[src/hw/shift_reg_pkg.sv]
// Constants shared by the gated serial shift register and its snapshot FIFO
package shift_reg_pkg;

	// ------------------------------------------------------------------
	// Register geometry
	// ------------------------------------------------------------------
	localparam int STAGE_COUNT = 8;
	localparam int FIRST_STAGE = 0;
	localparam int LAST_STAGE = STAGE_COUNT - 1;
	localparam logic [STAGE_COUNT-1:0] STAGE_RESET = 8'h00;

	// ------------------------------------------------------------------
	// Snapshot buffering
	// ------------------------------------------------------------------
	localparam int SNAP_DEPTH = 16;
	localparam int SNAP_WIDTH = STAGE_COUNT;

	// Idle level of the sampled shift clock, so release never looks like an edge
	localparam logic CLK_PREV_RESET = 1'b1;

	// Step state of the shift engine
	typedef enum logic [1:0] {
		ST_IDLE,
		ST_SHIFTED,
		ST_CLEARED
	} shift_state_t;

endpackage : shift_reg_pkg

[src/hw/gated_serial_shift_register.sv]
// Eight-stage gated serial-in parallel-out shift register with snapshot stream
//
// Function
// - Eight cascaded stages, each with its own parallel output, fed at the first stage by a gated pair of serial inputs.
// - While clear is low every stage is forced low whatever the clock and serial inputs do.
// - A low on either serial input or both at a rising clock edge loads a low into the first stage.
// - With one serial input high the other decides the first stage, and both high load a high.
// - Apart from clear, stages change only on the low-to-high transition of the shift clock.
// - On each rising edge stages two to eight take the previous value of the stage before them.
// - With clear inactive and no rising edge every stage holds its level.
// - Serial inputs may change at any clock level; only the values sampled at the rising edge count.
`timescale 1ns/1ps
module gated_serial_shift_register
	import shift_reg_pkg::*;
(
	// System clock and reset
	input wire logic sys_clk,
	input wire logic nrst,
	// Device pins, synchronous to sys_clk
	input wire logic shift_clk,
	input wire logic serial_a,
	input wire logic serial_b,
	input wire logic clear_n,
	// Parallel stage outputs
	output logic [STAGE_COUNT-1:0] stage_outputs,
	output logic stage_one_output,
	output logic stage_two_output,
	output logic stage_seven_output,
	output logic stage_eight_output,
	// Snapshot stream after each shift
	output logic snap_valid,
	output logic [SNAP_WIDTH-1:0] snap_data,
	input wire logic snap_ready,
	output logic snap_space,
	output logic snap_overrun
);

	// ------------------------------------------------------------------
	// Edge detection on the shift clock pin
	// ------------------------------------------------------------------
	logic clk_prev_q;
	logic rise;
	logic gated_bit;

	// Previous pin level; reset high so a clock held high is not an edge
	always_ff @(posedge sys_clk or negedge nrst) begin
		if (!nrst) begin
			clk_prev_q <= CLK_PREV_RESET;
		end else begin
			clk_prev_q <= shift_clk;
		end
	end

	// Only a low-to-high change is an event
	assign rise = shift_clk & ~clk_prev_q;

	// Either input low blocks entry; both high admit a one
	assign gated_bit = serial_a & serial_b;

	// ------------------------------------------------------------------
	// Stage chain
	// ------------------------------------------------------------------
	logic [STAGE_COUNT-1:0] stage_q;

	// First stage: clear wins, else sample the gate on the rising edge
	// No else branch: with neither edge nor clear the stage keeps its level
	always_ff @(posedge sys_clk or negedge nrst) begin
		if (!nrst) begin
			stage_q[FIRST_STAGE] <= STAGE_RESET[FIRST_STAGE];
		end else if (!clear_n) begin
			stage_q[FIRST_STAGE] <= STAGE_RESET[FIRST_STAGE];
		end else if (rise) begin
			stage_q[FIRST_STAGE] <= gated_bit;
		end
	end

	// Later stages copy their predecessor, one flop per stage
	for (genvar i = FIRST_STAGE + 1; i < STAGE_COUNT; i++) begin : g_stage
		always_ff @(posedge sys_clk or negedge nrst) begin
			if (!nrst) begin
				stage_q[i] <= STAGE_RESET[i];
			end else if (!clear_n) begin
				stage_q[i] <= STAGE_RESET[i];
			end else if (rise) begin
				stage_q[i] <= stage_q[i-1];
			end
		end
	end

	// Parallel taps come straight from the stage flops
	assign stage_outputs = stage_q;
	assign stage_one_output = stage_q[FIRST_STAGE];
	assign stage_two_output = stage_q[FIRST_STAGE + 1];
	assign stage_seven_output = stage_q[LAST_STAGE - 1];
	assign stage_eight_output = stage_q[LAST_STAGE];

	// ------------------------------------------------------------------
	// Step tracking and snapshot push
	// ------------------------------------------------------------------
	shift_state_t state_q;
	logic push_valid;
	logic fifo_ready;
	logic overrun_q;

	// Remember what the chain did last cycle; a shift is pushed next cycle
	always_ff @(posedge sys_clk or negedge nrst) begin
		if (!nrst) begin
			state_q <= ST_IDLE;
		end else if (!clear_n) begin
			state_q <= ST_CLEARED;
		end else if (rise) begin
			state_q <= ST_SHIFTED;
		end else begin
			state_q <= ST_IDLE;
		end
	end

	// Push the new contents once per shift, never on a clear
	always_comb begin
		case (state_q)
			ST_SHIFTED: push_valid = 1'b1;
			default: push_valid = 1'b0;
		endcase
	end

	// Sticky flag: a snapshot was lost because the buffer was full.
	// The chain itself never stalls, since the pins set its pace.
	always_ff @(posedge sys_clk or negedge nrst) begin
		if (!nrst) begin
			overrun_q <= 1'b0;
		end else if (push_valid & ~fifo_ready) begin
			overrun_q <= 1'b1;
		end
	end

	assign snap_overrun = overrun_q;
	assign snap_space = fifo_ready;

	// Buffer between the chain and the stream consumer
	snap_fifo #(
		.WIDTH(SNAP_WIDTH),
		.DEPTH(SNAP_DEPTH)
	) u_snap_fifo (
		.sys_clk(sys_clk),
		.nrst(nrst),
		.in_valid(push_valid),
		.in_data(stage_q),
		.in_ready(fifo_ready),
		.out_valid(snap_valid),
		.out_data(snap_data),
		.out_ready(snap_ready)
	);

	// ------------------------------------------------------------------
	// Assertions
	// ------------------------------------------------------------------

	// A shift is followed by exactly one push of the shifted contents
	property p_shift_push;
		@(posedge sys_clk) disable iff (!nrst)
		(rise && clear_n) |=> (push_valid && stage_q[LAST_STAGE:FIRST_STAGE+1] ==
			$past(stage_q[LAST_STAGE-1:FIRST_STAGE]));
	endproperty
	a_shift_push: assert property (p_shift_push) else $error("shift not pushed");

	// Clear empties all stages next cycle and keeps them empty
	property p_clear_low;
		@(posedge sys_clk) disable iff (!nrst)
		(!clear_n) [*2] |=> (stage_q == STAGE_RESET) && (stage_outputs == STAGE_RESET);
	endproperty
	a_clear_low: assert property (p_clear_low) else $error("clear did not zero");

	// Either gate input low means a zero enters
	property p_gate_block;
		@(posedge sys_clk) disable iff (!nrst)
		(rise && clear_n && !(serial_a && serial_b)) |=> !stage_one_output;
	endproperty
	a_gate_block: assert property (p_gate_block) else $error("blocked bit entered");

	// Both gate inputs high means a one enters
	property p_gate_pass;
		@(posedge sys_clk) disable iff (!nrst)
		(rise && clear_n && serial_a && serial_b) |=> stage_one_output;
	endproperty
	a_gate_pass: assert property (p_gate_pass) else $error("gated one lost");

	// No change without a rising edge or a clear
	property p_edge_only;
		@(posedge sys_clk) disable iff (!nrst)
		(clear_n && !rise) |=> $stable(stage_q);
	endproperty
	a_edge_only: assert property (p_edge_only) else $error("stage moved off edge");

	// Last stage follows stage seven by one edge
	property p_shift_tail;
		@(posedge sys_clk) disable iff (!nrst)
		(rise && clear_n) |=> stage_eight_output == $past(stage_seven_output);
	endproperty
	a_shift_tail: assert property (p_shift_tail) else $error("tail shift wrong");

	// Two quiet cycles keep the contents across both
	property p_hold;
		@(posedge sys_clk) disable iff (!nrst)
		(clear_n && !rise) ##1 (clear_n && !rise) |=> stage_q == $past(stage_q, 2);
	endproperty
	a_hold: assert property (p_hold) else $error("stage not held");

	// The entered bit is the gate sampled at the edge, not a later level
	property p_sample_at_edge;
		@(posedge sys_clk) disable iff (!nrst)
		(rise && clear_n) |=> stage_one_output == $past(serial_a & serial_b);
	endproperty
	a_sample_at_edge: assert property (p_sample_at_edge) else $error("wrong sample");

	// A rejected push raises the sticky overrun flag
	property p_overrun;
		@(posedge sys_clk) disable iff (!nrst)
		(push_valid && !fifo_ready) |=> snap_overrun [*2];
	endproperty
	a_overrun: assert property (p_overrun) else $error("overrun not flagged");

	// Checks below look at clear, at each gate input alone, at the shift clock edges and at the stream side.
	// Clear is sampled, so its effect is due one sys_clk after it is seen.

	// One clear cycle is enough to empty every stage
	property p_clear_now;
		@(posedge sys_clk) disable iff (!nrst)
		(!clear_n) |=> (stage_q == STAGE_RESET);
	endproperty
	a_clear_now: assert property (p_clear_now) else $error("clear too slow");

	// A clear never produces a snapshot
	property p_clear_no_push;
		@(posedge sys_clk) disable iff (!nrst)
		(!clear_n) |=> !push_valid;
	endproperty
	a_clear_no_push: assert property (p_clear_no_push) else $error("clear pushed a word");

	// Input A low alone blocks entry
	property p_gate_a_low;
		@(posedge sys_clk) disable iff (!nrst)
		(rise && clear_n && !serial_a) |=> !stage_one_output;
	endproperty
	a_gate_a_low: assert property (p_gate_a_low) else $error("input a did not block");

	// Input B low alone blocks entry
	property p_gate_b_low;
		@(posedge sys_clk) disable iff (!nrst)
		(rise && clear_n && !serial_b) |=> !stage_one_output;
	endproperty
	a_gate_b_low: assert property (p_gate_b_low) else $error("input b did not block");

	// Input A high hands the decision to input B
	property p_enable_a;
		@(posedge sys_clk) disable iff (!nrst)
		(rise && clear_n && serial_a) |=> stage_one_output == $past(serial_b);
	endproperty
	a_enable_a: assert property (p_enable_a) else $error("input b not passed");

	// Input B high hands the decision to input A
	property p_enable_b;
		@(posedge sys_clk) disable iff (!nrst)
		(rise && clear_n && serial_b) |=> stage_one_output == $past(serial_a);
	endproperty
	a_enable_b: assert property (p_enable_b) else $error("input a not passed");

	// A falling shift clock moves nothing
	property p_fall_still;
		@(posedge sys_clk) disable iff (!nrst)
		($fell(shift_clk) && clear_n) |=> $stable(stage_q);
	endproperty
	a_fall_still: assert property (p_fall_still) else $error("falling edge shifted");

	// Second stage follows the first by one edge
	property p_shift_head;
		@(posedge sys_clk) disable iff (!nrst)
		(rise && clear_n) |=> stage_two_output == $past(stage_one_output);
	endproperty
	a_shift_head: assert property (p_shift_head) else $error("head shift wrong");

	// A push only ever follows a shift edge
	property p_push_after_shift;
		@(posedge sys_clk) disable iff (!nrst)
		push_valid |-> $past(rise) && $past(clear_n);
	endproperty
	a_push_after_shift: assert property (p_push_after_shift) else $error("push without shift");

	// Shifts are at least two cycles apart, so pushes never run back to back
	property p_push_once;
		@(posedge sys_clk) disable iff (!nrst)
		push_valid |=> !push_valid;
	endproperty
	a_push_once: assert property (p_push_once) else $error("double push");

	// Overrun stays up until reset
	property p_overrun_sticky;
		@(posedge sys_clk) disable iff (!nrst)
		snap_overrun |=> snap_overrun;
	endproperty
	a_overrun_sticky: assert property (p_overrun_sticky) else $error("overrun dropped");

	// An offered snapshot stands until it is taken
	property p_snap_hold;
		@(posedge sys_clk) disable iff (!nrst)
		(snap_valid && !snap_ready) |=> snap_valid && $stable(snap_data);
	endproperty
	a_snap_hold: assert property (p_snap_hold) else $error("snapshot changed early");

endmodule : gated_serial_shift_register

[src/hw/snap_fifo.sv]
// Snapshot FIFO with a registered output stage and registered space flag
`timescale 1ns/1ps
module snap_fifo #(
	parameter int WIDTH = 8,
	parameter int DEPTH = 16
) (
	// Clock and reset
	input wire logic sys_clk,
	input wire logic nrst,
	// Fill side
	input wire logic in_valid,
	input wire logic [WIDTH-1:0] in_data,
	output logic in_ready,
	// Drain side
	output logic out_valid,
	output logic [WIDTH-1:0] out_data,
	input wire logic out_ready
);
	localparam int AW = $clog2(DEPTH);
	localparam int CW = $clog2(DEPTH + 1);
	localparam logic [CW-1:0] FULL_COUNT = CW'(DEPTH);
	localparam logic [CW-1:0] ONE_COUNT = CW'(1);

	// ------------------------------------------------------------------
	// Storage and pointers
	// ------------------------------------------------------------------
	logic [WIDTH-1:0] mem_q [DEPTH];
	logic [AW-1:0] wr_ptr_q;
	logic [AW-1:0] rd_ptr_q;
	logic [CW-1:0] count_q;
	logic [CW-1:0] count_d;
	logic space_q;
	logic ov_q;
	logic [WIDTH-1:0] od_q;
	logic push;
	logic pop_out;
	logic mem_rd;

	// Handshake terms; output stage refills only from storage
	assign push = in_valid & space_q;
	assign pop_out = ov_q & out_ready;
	assign mem_rd = (count_q != '0) & (~ov_q | pop_out);
	assign in_ready = space_q;
	assign out_valid = ov_q;
	assign out_data = od_q;

	// Occupancy after this cycle
	always_comb begin
		count_d = count_q;
		if (push & ~mem_rd) begin
			count_d = count_q + ONE_COUNT;
		end else if (~push & mem_rd) begin
			count_d = count_q - ONE_COUNT;
		end
	end

	// Write side
	always_ff @(posedge sys_clk) begin
		if (push) begin
			mem_q[wr_ptr_q] <= in_data;
		end
	end

	// Pointers, count and the space flag kept as a flop
	always_ff @(posedge sys_clk or negedge nrst) begin
		if (!nrst) begin
			wr_ptr_q <= '0;
			rd_ptr_q <= '0;
			count_q <= '0;
			space_q <= 1'b1;
		end else begin
			if (push) begin
				wr_ptr_q <= AW'(wr_ptr_q + 1'b1);
			end
			if (mem_rd) begin
				rd_ptr_q <= AW'(rd_ptr_q + 1'b1);
			end
			count_q <= count_d;
			space_q <= (count_d != FULL_COUNT);
		end
	end

	// Registered output stage
	always_ff @(posedge sys_clk or negedge nrst) begin
		if (!nrst) begin
			ov_q <= 1'b0;
			od_q <= '0;
		end else if (mem_rd) begin
			ov_q <= 1'b1;
			od_q <= mem_q[rd_ptr_q];
		end else if (pop_out) begin
			ov_q <= 1'b0;
		end
	end

	// Space may only drop once storage is full and the output stage holds a word
	property p_space_honest;
		@(posedge sys_clk) disable iff (!nrst)
		!space_q |-> (count_q == FULL_COUNT) && ov_q;
	endproperty
	a_space_honest: assert property (p_space_honest) else $error("fifo space flag wrong");

endmodule : snap_fifo
[config.mk]
export PLATFORM = sky130hd
export DESIGN_NAME = gated_serial_shift_register
export DESIGN_NICKNAME = d
export VERILOG_FILES = /design/src/hw/shift_reg_pkg.sv /design/src/hw/gated_serial_shift_register.sv /design/src/hw/snap_fifo.sv
export SDC_FILE = /design/constraint.sdc
export NUM_CORES = 1
export LEC_CHECK = 0
export BUFFER_PORTS_ARGS = -buffer_cell sky130_fd_sc_hd__buf_2
export CAP_MARGIN = 5
export CELL_PAD_IN_SITES_DETAIL_PLACEMENT = 1
export CELL_PAD_IN_SITES_GLOBAL_PLACEMENT = 1
export CORE_ASPECT_RATIO = 2
export CORE_UTILIZATION = 57
export DETAILED_ROUTE_END_ITERATION = 16
export PLACE_DENSITY = 0.81
export SYNTH_ARGS = -nofsm -noshare
export SYNTH_HDL_FRONTEND = slang
export SYNTH_SLANG_ARGS = --single-unit
[constraint.sdc]
create_clock -name sys_clk -period 4.89 [get_ports sys_clk]
set_input_delay 0.2445 -clock sys_clk [delete_from_list [all_inputs] [get_ports sys_clk]]
set_output_delay 0.2445 -clock sys_clk [all_outputs]
set_load 0.1 [all_outputs]
Word-level counts from Yosys, hierarchy flattened
Memory sizes are Yosys's and may differ from the RTL's. A register that Yosys moved wholly into a read port is not among the register bits.
Cells that the tools add are included.
Operators by class
  add/subtract/negate cells: 4
  equality and inequality tests: 3
  muxes and demuxes: 25
  bitwise operators: 14
  reduce and logical (&&, ||, !) cells: 3
Operators with widths (number)
  two-way mux 1 bit: 22
  two-way mux 5 bit: 2
  adder 4 x 1 -> 4 bit (second input constant): 2
  AND 1 bit: 8
  adder 5 x 1 -> 5 bit (second input constant): 1
  inequality test 5 bit (second input constant): 1
  NOT 1 bit: 5
  nonzero test 5 bit: 1
  subtractor 5 x 1 -> 5 bit (second input constant): 1
  == test 2 x 1 -> 1 bit (second input constant): 1
  two-way mux 2 bit: 1
  inequality test 2 x 1 -> 1 bit (second input constant): 1
  nonzero test 2 bit: 1
  zero test 1 bit: 1
  OR 1 bit: 1
Storage, ports and cells
  register bits after elaboration: 27
  RAM bits: 128
  output and inout port bits: 23
  memories kept: 1
Memories
  u_snap_fifo.mem_q: depth 16, width 8, read ports 1, clocked after memory_dff 1, write ports 1, RTL line snap_fifo.sv:27  | logic [WIDTH-1:0] mem_q [DEPTH];

Depth between registers and ports, before layout
Gate-level depths: netlist of the first run.
  depth in word-level cells: 8
  depth in mapped cells: 8
  depth with buffers taken out: 7

By module
A second synthesis of the first run with hierarchy kept.
Unflattened totals
  cells, all modules: 357
  area, all modules: 6512.5 um^2
By module, submodules not included
  snap_fifo: times used 1, cells an instance 308, area each 6029.5 um^2, sequential area each 4420.5 um^2
  gated_serial_shift_register: times used 1, cells an instance 49, area each 483.0 um^2, sequential area each 301.5 um^2

Worst setup path before layout of the first run
OpenSTA, ideal clock, no wires.
  kind: reg-to-reg
  start: reg u_snap_fifo.space_q (netlist: u_snap_fifo.in_ready)
  end: reg u_snap_fifo.space_q (netlist: u_snap_fifo.in_ready)
  data arrival time: 2.166 ns
  path slack: 2.629 ns
  stages on the path, launching flop included: 7
  buffers on the path: 2
  cells stage by stage: dfstp_2 > and3b_1 > buf_2 > buf_2 > o21ai_0 > a211o_1 > or4_1
On the way
  cells in the longest elaborated chain, start to end: 6
Ends and longest elaborated chain
  start, declared: RTL line snap_fifo.sv:32  | logic space_q;
  start signal, assigned: RTL line snap_fifo.sv:79  | space_q <= (count_d != FULL_COUNT);
  AND 1 bit (*): RTL line snap_fifo.sv:40  | assign push = in_valid & space_q;
  NOT 1 bit: RTL line snap_fifo.sv:52  | end else if (~push & mem_rd) begin
  AND 1 bit: RTL line snap_fifo.sv:52
  two-way mux 5 bit: RTL line snap_fifo.sv:52
  two-way mux 5 bit (*): RTL line snap_fifo.sv:50  | if (push & ~mem_rd) begin
  inequality test 5 bit (*): RTL line snap_fifo.sv:79
Every way passes the cells marked *; elsewhere a longest branch is shown, timed or not.
A chain may end at the register's enable or synchronous reset.

Worst setup path in the final report of the first run
  start: reg u_snap_fifo.count_q[0]
  end: reg u_snap_fifo.space_q (netlist: u_snap_fifo.in_ready)
On the way
  cells in the longest elaborated chain, start to end: 6
Ends and longest elaborated chain
  start, declared: RTL line snap_fifo.sv:30  | logic [CW-1:0] count_q;
  start signal, assigned: RTL line snap_fifo.sv:78  | count_q <= count_d;
  branches (longest 4 deep; another with subtractor 5 x 1 -> 5 bit)
  two-way mux 5 bit (*): RTL line snap_fifo.sv:50
  named net u_snap_fifo.count_d[1]: RTL line snap_fifo.sv:31  | logic [CW-1:0] count_d;
  inequality test 5 bit (*): RTL line snap_fifo.sv:79
Mark *: on every way through the listed nets, which the timed path passes.

==> results of run 1 <==
==> layer usage <==
layer  global-route usage [%]  up-vias  routed length (µm)
li1                         -     1446                   -
met1                     33.7     1785                5640
met2                     51.7      130                8820
met3                     5.43       37                 607
met4                     13.4        0                 569
met5                        0        -                   0
==> sequential cells by signal (all words and copies together), names as in the netlist <==
name	flops
clk_prev_q	1
snap_overrun	1
stage_eight_output	1
stage_one_output	1
stage_outputs	4
stage_seven_output	1
stage_two_output	1
state_q	2
u_snap_fifo.count_q	5
u_snap_fifo.in_ready	1
u_snap_fifo.mem_q	128
u_snap_fifo.out_data	8
u_snap_fifo.out_valid	1
u_snap_fifo.rd_ptr_q	4
u_snap_fifo.wr_ptr_q	4
==> Yosys cell counts (2+ instances only) <==
| cell type | instances | area (µm²) |
|---|---|---|
| edfxtp_1 | 128 | 3840 |
| dfrtp_1 | 33 | 826 |
| mux4_2 | 32 | 721 |
| nand2_1 | 26 | 97.6 |
| mux2i_1 | 18 | 180 |
| and2_1 | 16 | 100 |
| a21oi_1 | 11 | 55.1 |
| buf_2 | 9 | 45.0 |
| o22ai_1 | 8 | 50.1 |
| xnor2_1 | 8 | 70.1 |
| a21o_1 | 7 | 52.6 |
| ha_1 | 7 | 87.6 |
| clkbuf_1 | 5 | 18.8 |
| o21ai_0 | 5 | 25.0 |
| buf_4 | 4 | 30.0 |
| inv_1 | 4 | 15.0 |
| nand4_1 | 3 | 18.8 |
| nor2_1 | 3 | 11.3 |
| buf_1 | 2 | 7.51 |
| dfstp_2 | 2 | 52.6 |
| nand2b_1 | 2 | 12.5 |
| nand3_1 | 2 | 10.0 |
| nor2b_1 | 2 | 12.5 |
| nor3b_1 | 2 | 15.0 |
| or3_1 | 2 | 12.5 |
| or4_1 | 2 | 15.0 |
| xor2_1 | 2 | 17.5 |
==> per-stage QoR <==
stage	utilization [%]	hold WS, ns	total power [mW]
final	67.0	0.0852	4.15
after global routing	67.0	0.103	4.27
after CTS	67.0	0.0774	4.17
after detailed placement	61.3	0.370	2.81
after global placement	61.3	0.368	2.77
after floorplan	-	-0.0511	2.55
==> worst max path at each step <==
stage,endpoint,cells past startpoint
global route,u_snap_fifo.in_ready$_DFF_PN1_,7
floorplan,u_snap_fifo.in_ready$_DFF_PN1_,6
finish,u_snap_fifo.in_ready$_DFF_PN1_,7
global placement,u_snap_fifo.in_ready$_DFF_PN1_,7
detailed placement,u_snap_fifo.in_ready$_DFF_PN1_,7
CTS,u_snap_fifo.in_ready$_DFF_PN1_,7
==> cells in the final DEF, fill, tap and decap left out, types with 2 or more instances in the layout <==
| cell type | Yosys | final |
|---|---|---|
| nor2b_1 | 2 | 2 |
| dlygate4sd3_1 | 0 | 2 |
| xnor2_1 | 8 | 8 |
| and2_1 | 16 | 16 |
| buf_4 | 4 | 3 |
| inv_6 | 0 | 4 |
| clkinv_2 | 0 | 3 |
| nand4_1 | 3 | 3 |
| clkinvlp_4 | 0 | 3 |
| nor3b_1 | 2 | 2 |
| clkbuf_16 | 0 | 18 |
| clkinv_4 | 0 | 2 |
| nor2_1 | 3 | 3 |
| ha_1 | 7 | 7 |
| mux2i_1 | 18 | 18 |
| or4_1 | 2 | 2 |
| or3_1 | 2 | 2 |
| nand2b_1 | 2 | 2 |
| nand3_1 | 2 | 2 |
| dfrtp_1 | 33 | 32 |
| dfstp_2 | 2 | 2 |
| a21o_1 | 7 | 7 |
| xor2_1 | 2 | 2 |
| inv_1 | 4 | 4 |
| bufinv_16 | 0 | 2 |
| mux4_2 | 32 | 32 |
| buf_2 | 9 | 29 |
| edfxtp_1 | 128 | 128 |
| o21ai_0 | 5 | 5 |
| a21oi_1 | 11 | 11 |
| nand2_1 | 26 | 26 |
| o22ai_1 | 8 | 8 |
==> worst max-delay path, cell delays in order, from the launching register on <==
cell	delay [ns]
dfrtp_1	0.43
inv_1	0.09
ha_1	0.18
or3b_4	0.41
o21ai_4	0.40
o21ai_0	0.16
a22o_1	0.23
or4_1	0.46
==> cells by family after synthesis <==
kind of cell,synth area share (%)
compound gates,3.33
mux,13.8
simple gates,5.61
flops,72.5
fa+ha+maj,1.50
xor+xnor,1.35
buf+inv,1.85
==> power by group <==
part	switching, mW	internal, mW	leakage, nW
logic	0.722	0.381	0.766
clock network	0.563	0.787	0.289
registers	0.117	1.58	1.67
total	1.40	2.75	2.72
==> final cells by class <==
type,instances,area share [%]
Multi-Input combinational cell,170,22.6
Timing Repair Buffer,34,2.55
Clock inverter,14,2.04
Clock buffer,18,6.11
Tap cell,140,2.38
Inverter,5,0.255
Sequential cell,163,64.1
==> timing repair <==
action                    in CTS  in global routing
gates resized for setup        0                  0
hold buffers                   2                  0
hold endpoints to repair      34                  0
==> metrics.md, run 1 <==
| Metric | Value |
|---|---|
| DRC viols | 0 |
| Initial antenna violation count | 0 |
| Post-synth top flop | edfxtp_1 |
| # clock sinks | 163 |
| Root buffer cell | clkbuf_16 |
| Reg2reg path depth | 7 |
| Final Setup Violations | 0 |
| RSZ-0062 raised after global routing | false |
| Site Rows | 54 |
| Worst hold endpoint | stage_one_output$_DFFE_PN0P_ |
| Worst-path maximum fanout | 14 |
| Global-route wire length before repair | 24,000 µm |
| Sequential cell area fraction in the yosys report | between 70% and 80% |
| Count of pins over their slew limit | 0 |
| Setup Skew | approximately 0.0074 ns |
| Fin crit share | 50.2% |
| Initial Util | 59.1% |
| CTS tree | yes |
| Grt ovf | 0 |
| Clk slew on worst S/H paths | 0.06 ns |
| Postcts setup bufs | 0 |
| R2R Setup Slk | 2.43 ns |
| WL per Instance | 28.7 µm |
| Num CTS Buffers | 17 |
| Die width | roughly 78 µm |
| DP Area | between 6000 and 7000 µm² |
| Status | finished clean |
| CP Class | reg2reg |
| ANT cells | 0 |
| Slew headroom | 44.3% |
| Fillers | 929 |
| # IOs | 30 |
| H-tree lvl count | 4 |
| Leakage power | 2.72 nW |
| Routability Congestion | around 0.78 |
| Vias/cell | 6.25 |
| Fraction of registers with async set/reset | a little over a fifth |
| Number of detailed-route iterations in the first pass | 7 |
| Core Area | 11,000 µm² |
| First DRT Iteration DRCs | between 200 and 300 |
| Antenna Violating Nets Remaining | 0 |
| Register Area | 4720 µm² |
| Fmax achieved | 407 MHz |
| Max IR drop VDD | 0.000367 V |
| Critical Path Start Type | register |
| R2R Path End | u_snap_fifo.in_ready$_DFF_PN1_ |
| Via count | 3,398 |
| Area grow syn2layout | 13.3% |
| Design area | 7370 µm² |
| Dpl hpwl | 9570 µm |
| Post-synth EDFFs | ~130 |
| Longest Clk Path Bufs | 2 |
| Netlist cell types | 40 |
| Vias in the first global route | 3,816 |
| Worst Tran Pin Value | ~0.84 ns |
| Cell area after synthesis | approximately 6500 µm² |
| Fin cells | between 500 and 600 |
| Die Span Y | 153 µm |
| Layout cell share with drive strength beyond 1 | approximately a quarter |
| Min Tclk post-route | 2.46 ns |
| Setup TNS | 0 ns |
| Crit path arrival time | 2.79 ns |
| # Max-Cap Violations | 0 |
| Final WL | 15,600 µm |
| Required @ worst endpoint | 5.23 ns |
| Clk_lat worst skew | 0.42 ns |
| Critical Path Start | u_snap_fifo.count_q[0]$_DFF_PN0_ |
| HP Start | serial_b |
| Synthesized area per cell | 18.2 µm² |
| Power per cell area | 563 nW/µm² |
| GRT Total Usage | 29.2% |
| Yosys reg bits | 163 |
| Mapped Cells | 358 |
| Hold Crit Depth | 3 |
| Hold Path Class | in2reg |
| Inst Count DP | 510 |
| Die area | roughly 12,000 µm² |
| Setup crit end kind | register |
| Synth warn | 0 |
| Hold Vio Cnt, Final | 0 |
| Place WS | roughly 2.5 ns |
| Final nets | a little over 400 |
| PortBufs | 29 |
| Largest net degree at the start of global routing | 36 |
| Reg-to-reg startpoint | u_snap_fifo.count_q[0]$_DFF_PN0_ |
| Area of the multi-input gates | 1670 µm² |
| Final setup margin | 2.43 ns |
| Mapped Nets | roughly 370 |
(Power assumes the default switching activity.)
==> run 2, diff against run 1 <==
CORE_UTILIZATION = 48   (was 57)
PLACE_DENSITY = 0.73   (was 0.81)
clock period = 2 ns   (was 4.89 ns; I/O delays follow)
==> run 2 against run 1 <==
Net effect: maximum frequency increased by 19%; largest cell class unchanged; the run now ends with setup timing left; via count increased by 4.4%; critical endpoint unchanged; sequential power increased by 140%.
==> metrics.md, run 2 (synthesis results as in run 1) <==
| Metric | Value |
|---|---|
| Fin crit share | 103% (+53 points) |
| Slew headroom | 64.4% (+20 points) |
| Leakage power | 3.01 nW (+11%) |
| Hold Path Class | in2reg |
| Most frequent cells in the layout | edfxtp_1, buf_4, mux4_2 |
| Power per cell area | 1290 nW/µm² (+130%) |
| Initial antenna violation count | 0 (unchanged) |
| Crit path arrival time | 2.40 ns (-0.39 ns) |
| Final nets | 458 (+13%) |
| Vias in the first global route | 3,974 (+4.1%) |
| Fmax achieved | 485 MHz (+19%) |
| Biggest register | u_snap_fifo.mem_q |
| Worst Tran Pin Value | 0.535 ns (-0.301 ns) |
| Worst-path maximum fanout | 4 (-10) |
| Via count | 3,546 (+4.4%) |
| Layout cell share with drive strength beyond 1 | 37.6% (+12 points) |
| Total Power | 10.3 mW (+150%) |
| Largest net degree at the start of global routing | 29 (-19%) |
| Fillers | 1,184 (+27%) |
| Die Span Y | 167 µm (+8.9%) |
| Fin cells | 609 (+12%) |
| Met1 usage | 26.4% (-7.3 points) |
| Setup Skew | 0.00992 ns (+0.00252 ns) |
| Global-route wire length before repair | 24,000 µm (about the same) |
| Vias/cell | 5.82 (-6.8%) |
| Status | complete, but fails checks |
| Clk slew on worst S/H paths | 0.06 ns (about the same) |
| DRC viols | 0 (unchanged) |
| Number of detailed-route iterations in the first pass | 4 (-3) |
| ANT cells | 0 (unchanged) |
| Final setup margin | -0.0625 ns (-2.50 ns) |
| Hold Vio Cnt, Final | 0 (unchanged) |
| Initial Util | 49.5% (-9.6 points) |
| PortBufs | 29 (unchanged) |
| Crit-path cells | inv_2, ha_4, or3b_4, o21ai_4, o22ai_2, xor2_1, or4_4 |
| Routability Congestion | 0.748 (-3.9%) |
| GRT Max-Usage Layer | met2 |
| Critical Path Start Type | register |
| Max IR drop VDD | 0.000810 V (+120%) |
| Setup crit end kind | register |
| Clk_lat worst skew | 0.42 ns (about the same) |
| Grt met3 use | 3.47% (-2.0 points) |
| Grt ovf | 0 (unchanged) |
| Slowest-stage cell, CP | or4_4 |
| Num CTS Buffers | 17 (unchanged) |
| GRT Total Usage | 24.2% (-5.0 points) |
| # Max-Cap Violations | 0 (unchanged) |
| Die width | 84.4 µm (+8.7%) |
| R2R Setup Slk | -0.06 ns (-2.50 ns) |
| Min Tclk post-route | 2.06 ns (-0.393 ns) |
| Area grow syn2layout | 21.9% |
| First DRT Iteration DRCs | 181 (-37%) |
| Final Setup Violations | 1 (+1) |
| GR Util met2 | 45.5% (-6.2 points) |
| CTS tree | yes |
| # clock sinks | 163 (unchanged) |
| Root buffer cell | clkbuf_16 |
| Final WL | 15,600 µm (-0.44%) |
| Place WS | -0.230 ns (-2.69 ns) |
| RSZ-0062 raised after global routing | true |
| Antenna Violating Nets Remaining | 0 (unchanged) |
| Commonest non-fill, non-tap cell in the layout | edfxtp_1 |
| # IOs | 30 (unchanged) |
| H-tree lvl count | 4 (unchanged) |
| CP Class | reg2reg |
| WL per Instance | 25.6 µm (-11%) |
| Failing checks | setup timing |
| Site Rows | 59 (+9.3%) |
| Inst Count DP | 566 (+11%) |
| Longest Clk Path Bufs | 2 (unchanged) |
| Dpl hpwl | 10,900 µm (+14%) |
| Crit-path max cell delay | 0.53 ns (+0.07 ns) |
| Core Area | 13,100 µm² (+19%) |
| Count of pins over their slew limit | 0 (unchanged) |
| Die area | 14,100 µm² (+18%) |
| Largest register FFs | 128 (unchanged) |
| Required @ worst endpoint | 2.34 ns (-2.89 ns) |
run 2: changes by cell type in the layout (fill, tap and decap cells not counted), moves of 3 or more:
cell	delta
buf_12	+9
and2_4	+6
buf_6	+3
and2_2	+5
buf_4	+38
and2_1	-11
run 2: path summary, 6_finish.rpt:
| check | startpoint | end | depth (start not counted) |
|---|---|---|---|
| setup reg to reg | u_snap_fifo.count_q[1]$_DFF_PN0_ | u_snap_fifo.in_ready$_DFF_PN1_ | 7 |
| hold reg to reg | snap_overrun$_DFFE_PN0P_ | snap_overrun$_DFFE_PN0P_ | 1 |
| setup / recovery | u_snap_fifo.count_q[1]$_DFF_PN0_ | u_snap_fifo.in_ready$_DFF_PN1_ | 7 |
| min in group asynchronous | nrst | state_q[1]$_DFF_PN0_ | 2 |
| max in group asynchronous | nrst | u_snap_fifo.rd_ptr_q[0]$_DFFE_PN0P_ | 3 |
| hold / removal | clear_n | state_q[1]$_DFF_PN0_ | 2 |
run 2: layer usage:
layer	routed length, µm	vias up	share of wire (%)
met3	300	31	1.9
met5	0	-	0
li1	-	1564	-
met1	5510	1885	35
met4	558	0	3.6
met2	9200	66	59
run 2: stage by stage:
stage | util (%) | instance area, µm² | hold slack (ns) | TNS [ns]
after floorplan | - | 6540 | -0.196 | -0.0980
after global placement | 55.1 | 7240 | 0.0995 | -0.647
final | 60.4 | 7930 | 0.00768 | -0.0625
after global routing | 60.4 | 7930 | 0.0274 | -0.271
after detailed placement | 55.1 | 7240 | 0.0954 | -7.96
after CTS | 60.0 | 7880 | 0.00276 | -0.0676
run 2: report_power, final:
part / leakage [nW] / internal, mW / switching, mW
registers: 1.67 / 3.87 / 0.234
logic: 1.08 / 1.31 / 1.89
clock network: 0.258 / 1.60 / 1.35
run 2: repair_timing:
item,in CTS,in global routing
hold buffers,4,0
endpoints found under the hold margin,18,0
resized for setup,10,14
setup endpoints to repair,105,102
setup buffers,4,3
cloned,0,1
pin swaps,6,4
run 2: worst max-delay path: cells and delay by family (launching register included):
family / cells / cell delay, ns
compound gates: 2 / 0.28
xor+xnor: 1 / 0.16
fa+ha+maj: 1 / 0.13
buf+inv: 1 / 0.09
flops: 1 / 0.39
simple gates: 2 / 0.93
run 2: area by class of cell:
| cell class | count | area (µm²) | area share, % |
|---|---|---|---|
| Clock buffer | 18 | 429 | 5.41 |
| Clock inverter | 14 | 105 | 1.32 |
| Multi-Input combinational cell | 171 | 1760 | 22.1 |
| Tap cell | 152 | 190 | 2.40 |
| Sequential cell | 163 | 4730 | 59.6 |
| Inverter | 5 | 18.8 | 0.237 |
| Timing Repair Buffer | 86 | 707 | 8.91 |
